## config.mk

```make
export PLATFORM = sky130hd
export DESIGN_NAME = cmpirq_top
export DESIGN_NICKNAME = d
export VERILOG_FILES = /design/src/rtl/cmpirq_pkg.sv /design/src/rtl/cmpirq_sync.sv /design/src/rtl/cmpirq_top.sv
export SDC_FILE = /design/constraint.sdc
export NUM_CORES = 1
export LEC_CHECK = 0
export CAP_MARGIN = 0
export CORE_MARGIN = 5
export CORE_UTILIZATION = 40
export DETAILED_ROUTE_END_ITERATION = 7
export DONT_BUFFER_PORTS = 1
export RECOVER_POWER = 25
export SYNTH_ARGS = -nofsm -noshare
export SYNTH_HDL_FRONTEND = slang
export SYNTH_SLANG_ARGS = --single-unit
```

## constraint.sdc

```tcl
create_clock -name i_clk_sys -period 3.85 [get_ports i_clk_sys]
set_input_delay 0.9625 -clock i_clk_sys [delete_from_list [all_inputs] [get_ports i_clk_sys]]
set_output_delay 0.9625 -clock i_clk_sys [all_outputs]
set_load 0.02 [all_outputs]
```

## src/rtl/cmpirq_pkg.sv

```systemverilog
// Package of the comparator interrupt enable and flag block.
// Assumes a 32-bit AXI4-Lite bus; register byte address is index * 4.
package cmpirq_pkg;

    // Register indices; byte address is four times the index
    localparam logic [5:0] IDX_EN_CLR    = 6'h04;
    localparam logic [5:0] IDX_EN_SET    = 6'h05;
    localparam logic [5:0] IDX_FLAG      = 6'h06;
    localparam logic [5:0] IDX_WINDOW_CONTROL_REG   = 6'h08;
    localparam logic [5:0] IDX_CMP_STATE = 6'h09;

    // Bit positions shared by enable and flag registers
    localparam int BIT_CMP_A = 0;
    localparam int BIT_CMP_B = 1;
    localparam int BIT_WINDOW_ZERO_EVENT  = 4;
    localparam logic [7:0] IRQ_MASK = 8'h13;

    // Window control fields
    localparam int WC_BIT_WEN   = 0;
    localparam int WC_SEL_LSB   = 1;
    localparam logic [7:0] WC_MASK = 8'h07;

    // Reset values
    localparam logic [7:0] RST_EN      = 8'h00;
    localparam logic [7:0] RST_FLAG    = 8'h00;
    localparam logic [7:0] RST_WINDOW_CONTROL_REG = 8'h00;

    // Bus responses
    localparam logic [1:0] RESP_OKAY   = 2'h0;
    localparam logic [1:0] RESP_SLVERR = 2'h2;

    // Pin synchroniser depth
    localparam int SYNC_STAGES = 2;

    // Window interrupt selection codes
    typedef enum logic [1:0] {
        WSEL_ABOVE,
        WSEL_INSIDE,
        WSEL_BELOW,
        WSEL_OUTSIDE
    } cmpirq_wsel_e;

    // One captured register write
    typedef struct packed {
        logic [5:0]  idx;
        logic [31:0] data;
        logic [3:0]  strb;
    } cmpirq_wreq_s;

endpackage

```

## src/rtl/cmpirq_sync.sv

```systemverilog
// Two-stage synchroniser for asynchronous comparator levels.
// Assumes inputs are quasi-static levels from the analog side.
`timescale 1ns/100ps
module cmpirq_sync #(
    parameter int W = 2
) (
    input  wire logic         i_clk_sys, // System clock
    input  wire logic         i_sys_rst, // Synchronous reset
    input  wire logic [W-1:0] i_async,   // Asynchronous levels
    output logic      [W-1:0] o_sync     // Synchronised levels
);

    logic [W-1:0] meta_reg;
    logic [W-1:0] sync_reg;

    // First stage is read only by the second
    always_ff @(posedge i_clk_sys) begin
        if (i_sys_rst) begin
            meta_reg <= '0;
            sync_reg <= '0;
        end else begin
            meta_reg <= i_async;
            sync_reg <= meta_reg;
        end
    end

    assign o_sync = sync_reg;

endmodule // cmpirq_sync

```

## src/rtl/cmpirq_top.sv

```systemverilog
// Interrupt enable and flag logic of a two-channel analog comparator.
// Assumes an AXI4-Lite master and a same-clock write-protect level.
`timescale 1ns/100ps

// Operation
// - A single write of one to a set-enable bit enables that source.
// - Set-enable and clear-enable read back one shared enable state.
// - Writing zero to a set-enable bit leaves that enable unchanged.
// - Window-zero enable is bit 4; writing one there enables it.
// - Reading set-enable bit 4 returns the window-zero enable state.
// - Channel enables are bits 1 and 0; writing one enables them.
// - Reading set-enable bits 1 and 0 returns the channel enables.
// - Set-enable at index 0x05, resets to zero, refused while protected.
// - Window-zero flag sets on the condition chosen by the selection.
// - Interrupt is asserted while window-zero flag and enable are one.
module cmpirq_top (
    input  wire logic        i_clk_sys,       // System clock
    input  wire logic        i_sys_rst,       // Sync reset, active high
    input  wire logic [1:0]  i_cmp_out,       // Comparator outputs, async
    input  wire logic        i_wr_protect,    // Write protection level
    input  wire logic [7:0]  s_axi_awaddr,    // Write address
    input  wire logic        s_axi_awvalid,   // Write address valid
    output logic             s_axi_awready,   // Write address ready
    input  wire logic [31:0] s_axi_wdata,     // Write data
    input  wire logic [3:0]  s_axi_wstrb,     // Write strobes
    input  wire logic        s_axi_wvalid,    // Write data valid
    output logic             s_axi_wready,    // Write data ready
    output logic [1:0]       s_axi_bresp,     // Write response
    output logic             s_axi_bvalid,    // Write response valid
    input  wire logic        s_axi_bready,    // Write response ready
    input  wire logic [7:0]  s_axi_araddr,    // Read address
    input  wire logic        s_axi_arvalid,   // Read address valid
    output logic             s_axi_arready,   // Read address ready
    output logic [31:0]      s_axi_rdata,     // Read data
    output logic [1:0]       s_axi_rresp,     // Read response
    output logic             s_axi_rvalid,    // Read data valid
    input  wire logic        s_axi_rready,    // Read data ready
    output logic             o_irq            // Interrupt, level high
);

    ////////////////////////////////////////////////////////////////////
    // Helpers

    // Byte address to register index
    function automatic logic [5:0] addr_idx(input logic [7:0] a);
        return a[7:2];
    endfunction

    // Index is a mapped register
    function automatic logic idx_mapped(input logic [5:0] i);
        return (i == cmpirq_pkg::IDX_EN_CLR) ||
               (i == cmpirq_pkg::IDX_EN_SET) ||
               (i == cmpirq_pkg::IDX_FLAG) ||
               (i == cmpirq_pkg::IDX_WINDOW_CONTROL_REG) ||
               (i == cmpirq_pkg::IDX_CMP_STATE);
    endfunction

    // Index belongs to the protected enable pair
    function automatic logic idx_guarded(input logic [5:0] i);
        return (i == cmpirq_pkg::IDX_EN_CLR) ||
               (i == cmpirq_pkg::IDX_EN_SET);
    endfunction

    ////////////////////////////////////////////////////////////////////
    // Declarations

    cmpirq_pkg::cmpirq_wreq_s wreq_reg;
    logic        awready_reg, wready_reg, bvalid_reg;
    logic [1:0]  bresp_reg, rresp_reg;
    logic        arready_reg, rvalid_reg;
    logic [31:0] rdata_reg, rd_word;
    logic        wr_do, wr_ok;
    logic [7:0]  wr_byte, en_reg, flag_reg, window_control_reg_reg;
    logic        irq_reg;
    logic [1:0]  cmp_sync;
    logic [1:0]  cmp_prev_reg;
    logic [2:0]  arm_reg;
    logic        win_prev_reg;
    logic        win_cond;
    logic        win_inside;
    logic [7:0]  set_evt;
    logic [7:0]  clr_req;
    cmpirq_pkg::cmpirq_wsel_e wsel;

    ////////////////////////////////////////////////////////////////////
    // Write channel

    // Write performed once both halves are held and no response waits
    assign wr_do   = !awready_reg && !wready_reg && !bvalid_reg;
    assign wr_byte = wreq_reg.strb[0] ? wreq_reg.data[7:0] : 8'h00;
    assign wr_ok   = idx_mapped(wreq_reg.idx) &&
                     !(idx_guarded(wreq_reg.idx) && i_wr_protect);

    // Address and data taken in either order, one write at a time
    always_ff @(posedge i_clk_sys) begin
        if (i_sys_rst) begin
            awready_reg <= 1'b1;
            wready_reg  <= 1'b1;
            wreq_reg    <= '0;
        end else begin
            if (s_axi_awvalid && awready_reg) begin
                awready_reg  <= 1'b0;
                wreq_reg.idx <= addr_idx(s_axi_awaddr);
            end
            if (s_axi_wvalid && wready_reg) begin
                wready_reg    <= 1'b0;
                wreq_reg.data <= s_axi_wdata;
                wreq_reg.strb <= s_axi_wstrb;
            end
            if (bvalid_reg && s_axi_bready) begin
                awready_reg <= 1'b1;
                wready_reg  <= 1'b1;
            end
        end
    end

    // Response; protected or unmapped writes answer SLVERR
    always_ff @(posedge i_clk_sys) begin
        if (i_sys_rst) begin
            bvalid_reg <= 1'b0;
            bresp_reg  <= cmpirq_pkg::RESP_OKAY;
        end else if (wr_do) begin
            bvalid_reg <= 1'b1;
            bresp_reg  <= wr_ok ? cmpirq_pkg::RESP_OKAY
                                : cmpirq_pkg::RESP_SLVERR;
        end else if (bvalid_reg && s_axi_bready) begin
            bvalid_reg <= 1'b0;
        end
    end

    ////////////////////////////////////////////////////////////////////
    // Read channel

    // Read mux; both enable views show one state
    always_comb begin
        rd_word = 32'h0000_0000;
        case (addr_idx(s_axi_araddr))
            cmpirq_pkg::IDX_EN_CLR:    rd_word[7:0] = en_reg;
            cmpirq_pkg::IDX_EN_SET:    rd_word[7:0] = en_reg;
            cmpirq_pkg::IDX_FLAG:      rd_word[7:0] = flag_reg;
            cmpirq_pkg::IDX_WINDOW_CONTROL_REG:   rd_word[7:0] = window_control_reg_reg;
            cmpirq_pkg::IDX_CMP_STATE: begin
                rd_word[1:0] = cmp_sync;
                rd_word[cmpirq_pkg::BIT_WINDOW_ZERO_EVENT] = win_inside;
            end
            default:                   rd_word = 32'h0000_0000;
        endcase
    end

    // Address taken, data returned next cycle
    always_ff @(posedge i_clk_sys) begin
        if (i_sys_rst) begin
            arready_reg <= 1'b1;
            rvalid_reg  <= 1'b0;
            rresp_reg   <= cmpirq_pkg::RESP_OKAY;
            rdata_reg   <= 32'h0000_0000;
        end else if (s_axi_arvalid && arready_reg) begin
            arready_reg <= 1'b0;
            rvalid_reg  <= 1'b1;
            rdata_reg   <= rd_word;
            rresp_reg   <= idx_mapped(addr_idx(s_axi_araddr))
                           ? cmpirq_pkg::RESP_OKAY
                           : cmpirq_pkg::RESP_SLVERR;
        end else if (rvalid_reg && s_axi_rready) begin
            arready_reg <= 1'b1;
            rvalid_reg  <= 1'b0;
        end
    end

    ////////////////////////////////////////////////////////////////////
    // Enable state and window control

    // Set view ORs ones in, clear view removes them
    always_ff @(posedge i_clk_sys) begin
        if (i_sys_rst) begin
            en_reg <= cmpirq_pkg::RST_EN;
        end else if (wr_do && wr_ok) begin
            if (wreq_reg.idx == cmpirq_pkg::IDX_EN_SET)
                en_reg <= en_reg |
                    (wr_byte & cmpirq_pkg::IRQ_MASK);
            else if (wreq_reg.idx == cmpirq_pkg::IDX_EN_CLR)
                en_reg <= en_reg &
                    ~(wr_byte & cmpirq_pkg::IRQ_MASK);
        end
    end

    // Window enable and selection
    always_ff @(posedge i_clk_sys) begin
        if (i_sys_rst) begin
            window_control_reg_reg <= cmpirq_pkg::RST_WINDOW_CONTROL_REG;
        end else if (wr_do && wr_ok &&
                     wreq_reg.idx == cmpirq_pkg::IDX_WINDOW_CONTROL_REG) begin
            window_control_reg_reg <= wr_byte & cmpirq_pkg::WC_MASK;
        end
    end

    ////////////////////////////////////////////////////////////////////
    // Comparator events

    cmpirq_sync #(
        .W (2)
    ) u_sync (
        .i_clk_sys (i_clk_sys),
        .i_sys_rst (i_sys_rst),
        .i_async   (i_cmp_out),
        .o_sync    (cmp_sync)
    );

    // Window position from the two channel outputs
    assign win_inside = cmp_sync[0] && !cmp_sync[1];
    assign wsel = cmpirq_pkg::cmpirq_wsel_e'(
        window_control_reg_reg[cmpirq_pkg::WC_SEL_LSB +: 2]);

    // Condition chosen by the window selection
    always_comb begin
        case (wsel)
            cmpirq_pkg::WSEL_ABOVE:   win_cond = cmp_sync[0] && cmp_sync[1];
            cmpirq_pkg::WSEL_INSIDE:  win_cond = win_inside;
            cmpirq_pkg::WSEL_BELOW:   win_cond = !cmp_sync[0] && !cmp_sync[1];
            cmpirq_pkg::WSEL_OUTSIDE: win_cond = !win_inside;
            default:                  win_cond = 1'b0;
        endcase
    end

    // Previous samples; armed once the synchroniser shows the real pin
    always_ff @(posedge i_clk_sys) begin
        if (i_sys_rst) begin
            cmp_prev_reg <= 2'h0;
            arm_reg      <= 3'h0;
            win_prev_reg <= 1'b0;
        end else begin
            cmp_prev_reg <= cmp_sync;
            arm_reg      <= {arm_reg[1:0], 1'b1};
            win_prev_reg <= win_cond;
        end
    end

    // Channel toggle and window entry events
    always_comb begin
        set_evt = 8'h00;
        set_evt[cmpirq_pkg::BIT_CMP_A] = arm_reg[2] &&
            (cmp_sync[0] != cmp_prev_reg[0]);
        set_evt[cmpirq_pkg::BIT_CMP_B] = arm_reg[2] &&
            (cmp_sync[1] != cmp_prev_reg[1]);
        set_evt[cmpirq_pkg::BIT_WINDOW_ZERO_EVENT] = arm_reg[2] && win_cond &&
            !win_prev_reg &&
            window_control_reg_reg[cmpirq_pkg::WC_BIT_WEN];
    end

    ////////////////////////////////////////////////////////////////////
    // Flags and interrupt

    // Write-one-to-clear request on the flag register
    assign clr_req = (wr_do && wreq_reg.idx == cmpirq_pkg::IDX_FLAG)
                     ? (wr_byte & cmpirq_pkg::IRQ_MASK) : 8'h00;

    // Sticky flags; a new event wins over a clear
    always_ff @(posedge i_clk_sys) begin
        if (i_sys_rst) begin
            flag_reg <= cmpirq_pkg::RST_FLAG;
        end else begin
            flag_reg <= (flag_reg & ~clr_req) | set_evt;
        end
    end

    // Level interrupt from enabled flags
    always_ff @(posedge i_clk_sys) begin
        if (i_sys_rst) begin
            irq_reg <= 1'b0;
        end else begin
            irq_reg <= |(flag_reg & en_reg);
        end
    end

    assign s_axi_awready = awready_reg;
    assign s_axi_wready  = wready_reg;
    assign s_axi_bvalid  = bvalid_reg;
    assign s_axi_bresp   = bresp_reg;
    assign s_axi_arready = arready_reg;
    assign s_axi_rvalid  = rvalid_reg;
    assign s_axi_rresp   = rresp_reg;
    assign s_axi_rdata   = rdata_reg;
    assign o_irq         = irq_reg;

    ////////////////////////////////////////////////////////////////////
    // Assertions

    logic set_wr, clr_wr, flag_wr;
    assign set_wr  = wr_do && wreq_reg.idx == cmpirq_pkg::IDX_EN_SET;
    assign clr_wr  = wr_do && wreq_reg.idx == cmpirq_pkg::IDX_EN_CLR;
    assign flag_wr = wr_do && wreq_reg.idx == cmpirq_pkg::IDX_FLAG;
endmodule // cmpirq_top

```

### Word level (Yosys, flattened, before mapping)

Cells that the tools add are included.

* bits in registers: 59

* mux-type cells: 18
* reduce and logical (&&, ||, !) cells: 44
* bitwise gates (word level): 7
* equal/unequal tests: 15

Operators by type and width (count)
* == test 6 x 3 -> 1 bit, second input constant: 6
* AND 8 bit: 3
* == test 6 x 4 -> 1 bit, second input constant: 4
* logical AND 1 bit: 20
* 2-to-1 mux 8 bit: 2
* inverter 5 -> 8 bit: 2
* OR 8 x 5 -> 8 bit: 2
* 2-to-1 mux 5 bit: 2
* logical NOT 1 bit: 8
* logical OR 1 bit: 8
* case mux 2 bit (4 select lines): 1
* OR reduction 8 bit: 1
* 2-to-1 mux 1 bit: 7
* case mux 2 bit (3 select lines): 1
* case mux 3 bit (2 select lines): 1
* nonzero test 2 bit: 3
* == test 2 bit, second input constant: 2
* 2-to-1 mux 2 bit: 2
* case mux 1 bit (4 select lines): 1
* OR reduction 2 bit: 2
* case mux 1 bit (3 select lines): 1
* == test 2 x 1 -> 1 bit, second input constant: 1
* logical NOT 2 bit: 1
* != test 1 bit: 2
* AND reduction 2 bit: 1

### Longest topological paths before layout

* depth in word-level cells: 8
* mapped depth: 6

### Hierarchy

A second synthesis with hierarchy kept.

* cell total of the unflattened synthesis: 233
* area total of the unflattened synthesis: 1969.4 µm²

By module, submodules not included
* cmpirq_top: cells an instance 225, times used 1, sequential area each 760.7 µm², area an instance 1864.3 µm²
* cmpirq_sync: cells an instance 8, times used 1, sequential area each 80.1 µm², area an instance 105.1 µm²

### Worst setup path after synthesis

OpenSTA, ideal clock, no wires.

* path type: input to register
* start point: input port s_axi_araddr[5]
* end point: register rdata_reg[1], in the netlist s_axi_rdata[1]
* data required time: 3.776 ns
* data arrival time: 2.112 ns
* slack: 1.664 ns
* path buffers: 0
* stages: 4
* cell sequence: or4b_2 > nor4b_1 > a211oi_1 > o21ai_0

* longest elaborated chain between the ends: 3
* elaborated cells on any way between the ends: 7
* those cells by class: eq/ne: 5; mux: 1; reduce/logical: 1

RTL lines
* start: declaration: line cmpirq_top.sv:31 `input wire logic [7:0] s_axi_araddr,`
* == test 6 x 3 -> 1 bit: line cmpirq_top.sv:137 `case (addr_idx(s_axi_araddr))`
* OR reduction 2 bit (no source line)
* case mux 2 bit (4 select lines) (*): line cmpirq_top.sv:137
* end signal: assignment: line cmpirq_top.sv:160 `rdata_reg <= rd_word;`
* end: declaration: line cmpirq_top.sv:71 `logic [31:0] rdata_reg, rd_word;`

Every way passes the cells marked *; elsewhere a longest branch is shown, timed or not.
A chain may end at the register's enable or synchronous reset.

==> impl_metrics.tcl <==
set metrics [dict create \
    seqCellArea_um2 841 \
    ir_drop_uv 213 \
    syn2layout_area_growth_pct 0.315 \
    final_max_slew_viol_count 0 \
    clkTransAtPathRegs_ns 0.09 \
    cts_resized 0 \
    cts_buffers 5 \
    portBuffers 0 \
    clock_tree.buffer_depth 2 \
    htree_levels 2 \
    use_met3 0.0460 \
    max_freq_ghz 0.461 \
    worst_setup_path_end_kind "flip-flop" \
    synth_cell_type_count 43 \
    crit_family "simple AND/OR/NAND/NOR gates" \
    fp.dieW_um 80.5 \
    die_area_um2 6490 \
    multi_input_comb_area_um2 952 \
    drt_iter0_markers 40 \
    worstPathMaxFanout 9 \
    fin_crit_sh 0.563 \
    crit_chain "or3_4 > or4_1 > or4_1 > a21oi_1" \
    overflow 0 \
    rsz0062_at_grt "no" \
    boundaryPins 104 \
    die_h_um 80.5 \
    vias 1496 \
    cts_setup_buffers 0 \
    routedWlPerCell_um 12.5 \
    clk_latency_ns 0.30 \
    cp_common_cell "or4_1" \
    criticalPathCategory "flip-flop to flip-flop" \
    worstPathArrival_ns 2.40 \
    antenna_found_initial 0 \
    syn_inst 237 \
    cts_tree "yes" \
    ant_nets 0 \
    core_um2 4790 \
    routed_wl_mm 3.77 \
    path_buf_inv 0 \
    synth-seq-area-share 0.422 \
    setup_viol 0 \
    final_nets 295 \
    rows 25 \
    outcome "completed" \
    drv_cap 0 \
    synth.avg_cell_area_um2 8.40 \
    drive_gt1_frac 0.0556 \
    setup_tns_ns 0 \
    skew_ns 0.00875 \
    grt_first_pass_wirelength_mm 6.27 \
    hpwl_mm 2.81 \
    largest_reg_flops 11 \
    yosysTopAreaCellShare 0.422 \
    yosys.area.top_type "dfxtp_1" \
    power_density_nw_per_um2 413 \
    netlist_area_um2 1990 \
    ctsHoldBuffers 0 \
    ys_warn_count 0 \
    cts-root-buf "clkbuf_8" \
    clock-sinks 42 \
    antenna_cells 0 \
    stdcell_count 301 \
    firstDrtPassIters 4 \
    fillers 515 \
    hold_path_class "flip-flop to flip-flop" \
    synth_area_leaders "dfxtp_1 (42%), buf_4 (12%), a21oi_1 (6.5%), nand2_1 (5.3%), nand3_1 (3.5%)" \
    fin_crit_ns 2.17 \
    met2_usage 0.194 \
    grt_max_degree 38 \
    remaining_drc_errors 0 \
    critPathSlowestCell "or4_1" \
    grt_busiest_layer "met2" \
    grtUsageMet1 0.148 \
    leakage_nw 0.728 \
    required_ns 4.08 \
    hold_violations 0 \
    post_drt_via_cell_ratio 4.97 \
    dp.cells 293 \
    cp_slowest_stage_delay_ns 0.60 \
    start_kind "flip-flop" \
    grtUsageTotal 0.123 \
    grt_pass1_vias 1434 \
    gp_congestion 0.756 \
    start_util 0.416 \
    ys_ff_latch 42 \
]
==> cell usage after synthesis <==
cell	n
a211oi_1	1
o22ai_1	1
clkbuf_1	6
o211ai_1	1
a21o_1	1
mux2i_1	3
and2_1	2
buf_2	2
or4b_2	1
xnor2_1	3
inv_1	7
or4_1	3
or3_4	1
nand4_1	3
nand3b_1	3
o41ai_1	1
clkinv_1	1
dfxtp_1	42
a221oi_1	1
a311oi_1	1
o311ai_0	2
nand2b_1	8
nor2b_1	8
nand3_1	14
or3_1	1
buf_6	1
nor3_1	3
or4b_1	1
nand4b_1	1
nor3b_1	2
or2_2	3
buf_4	31
nor2_1	7
a21oi_1	26
o31ai_1	2
nor4b_1	1
o41a_1	1
nor4_1	3
a222oi_1	1
nand2_1	28
o21ai_0	7
conb_1	1
o32ai_1	1
==> placed cells by master (no fill, tap or decap), types with 5 or more instances in the layout <==
cell type / count
nor2_1: 7
clkbuf_8: 5
nor2b_1: 8
o21ai_0: 7
nand3_1: 14
nand2b_1: 8
nand2_1: 28
conb_1: 30
inv_1: 7
a21oi_1: 26
dfxtp_1: 42
==> where the power goes <==
part | internal [mW] | switching [mW]
sequential | 0.451 | 0.0232
combinational | 0.0210 | 0.0473
clock | 0.127 | 0.155
==> metal layers <==
metal,share of wire,up-vias
li1,-,758
met1,0.46,681
met2,0.44,51
met3,0.087,6
met4,0.016,0
met5,0,-
==> final timing paths <==
path / startpoint / endpoint / cells past startpoint / slack, ns
worst max-delay path: s_axi_wready$_SDFFE_PP1P_ / flip-flop / 4 / 1.68
worst min-delay path: win_prev_reg$_SDFF_PP0_ / flag_reg[4]$_SDFF_PP0_ / 1 / 0.42
worst max register to register: s_axi_wready$_SDFFE_PP1P_ / flip-flop / 4 / 1.68
worst min register to register: win_prev_reg$_SDFF_PP0_ / flag_reg[4]$_SDFF_PP0_ / 1 / 0.42
==> area by class of cell <==
type / count / share of cell area
Clock buffer: 5 / 0.0345
Clock inverter: 3 / 0.0107
Inverter: 8 / 0.0150
Multi-Input combinational cell: 176 / 0.477
Sequential cell: 42 / 0.421
Tap cell: 67 / 0.0420
==> cell families after synthesis <==
family          share of synthesized area
compound gates                      0.142
xor+xnor                           0.0132
buf+inv                             0.154
flops                               0.422
mux                                0.0151
other cells                       0.00188
simple gates                        0.251
==> stage by stage <==
step / hold WS [ns] / cell area (µm²) / total power, mW / worst slack (ns) / utilization
global placement: 0.406 / 1910 / 0.551 / 1.54 / 0.398
CTS: 0.426 / 2000 / 0.838 / 1.68 / 0.417
global route: 0.446 / 2000 / 0.869 / 1.54 / 0.417
detailed placement: 0.410 / 1910 / 0.552 / 1.54 / 0.398
finish: 0.418 / 2000 / 0.825 / 1.68 / 0.417
floorplan: 0.397 / 2100 / 0.574 / 1.66 / -
No activity file was read; power rests on OpenSTA's default activity.
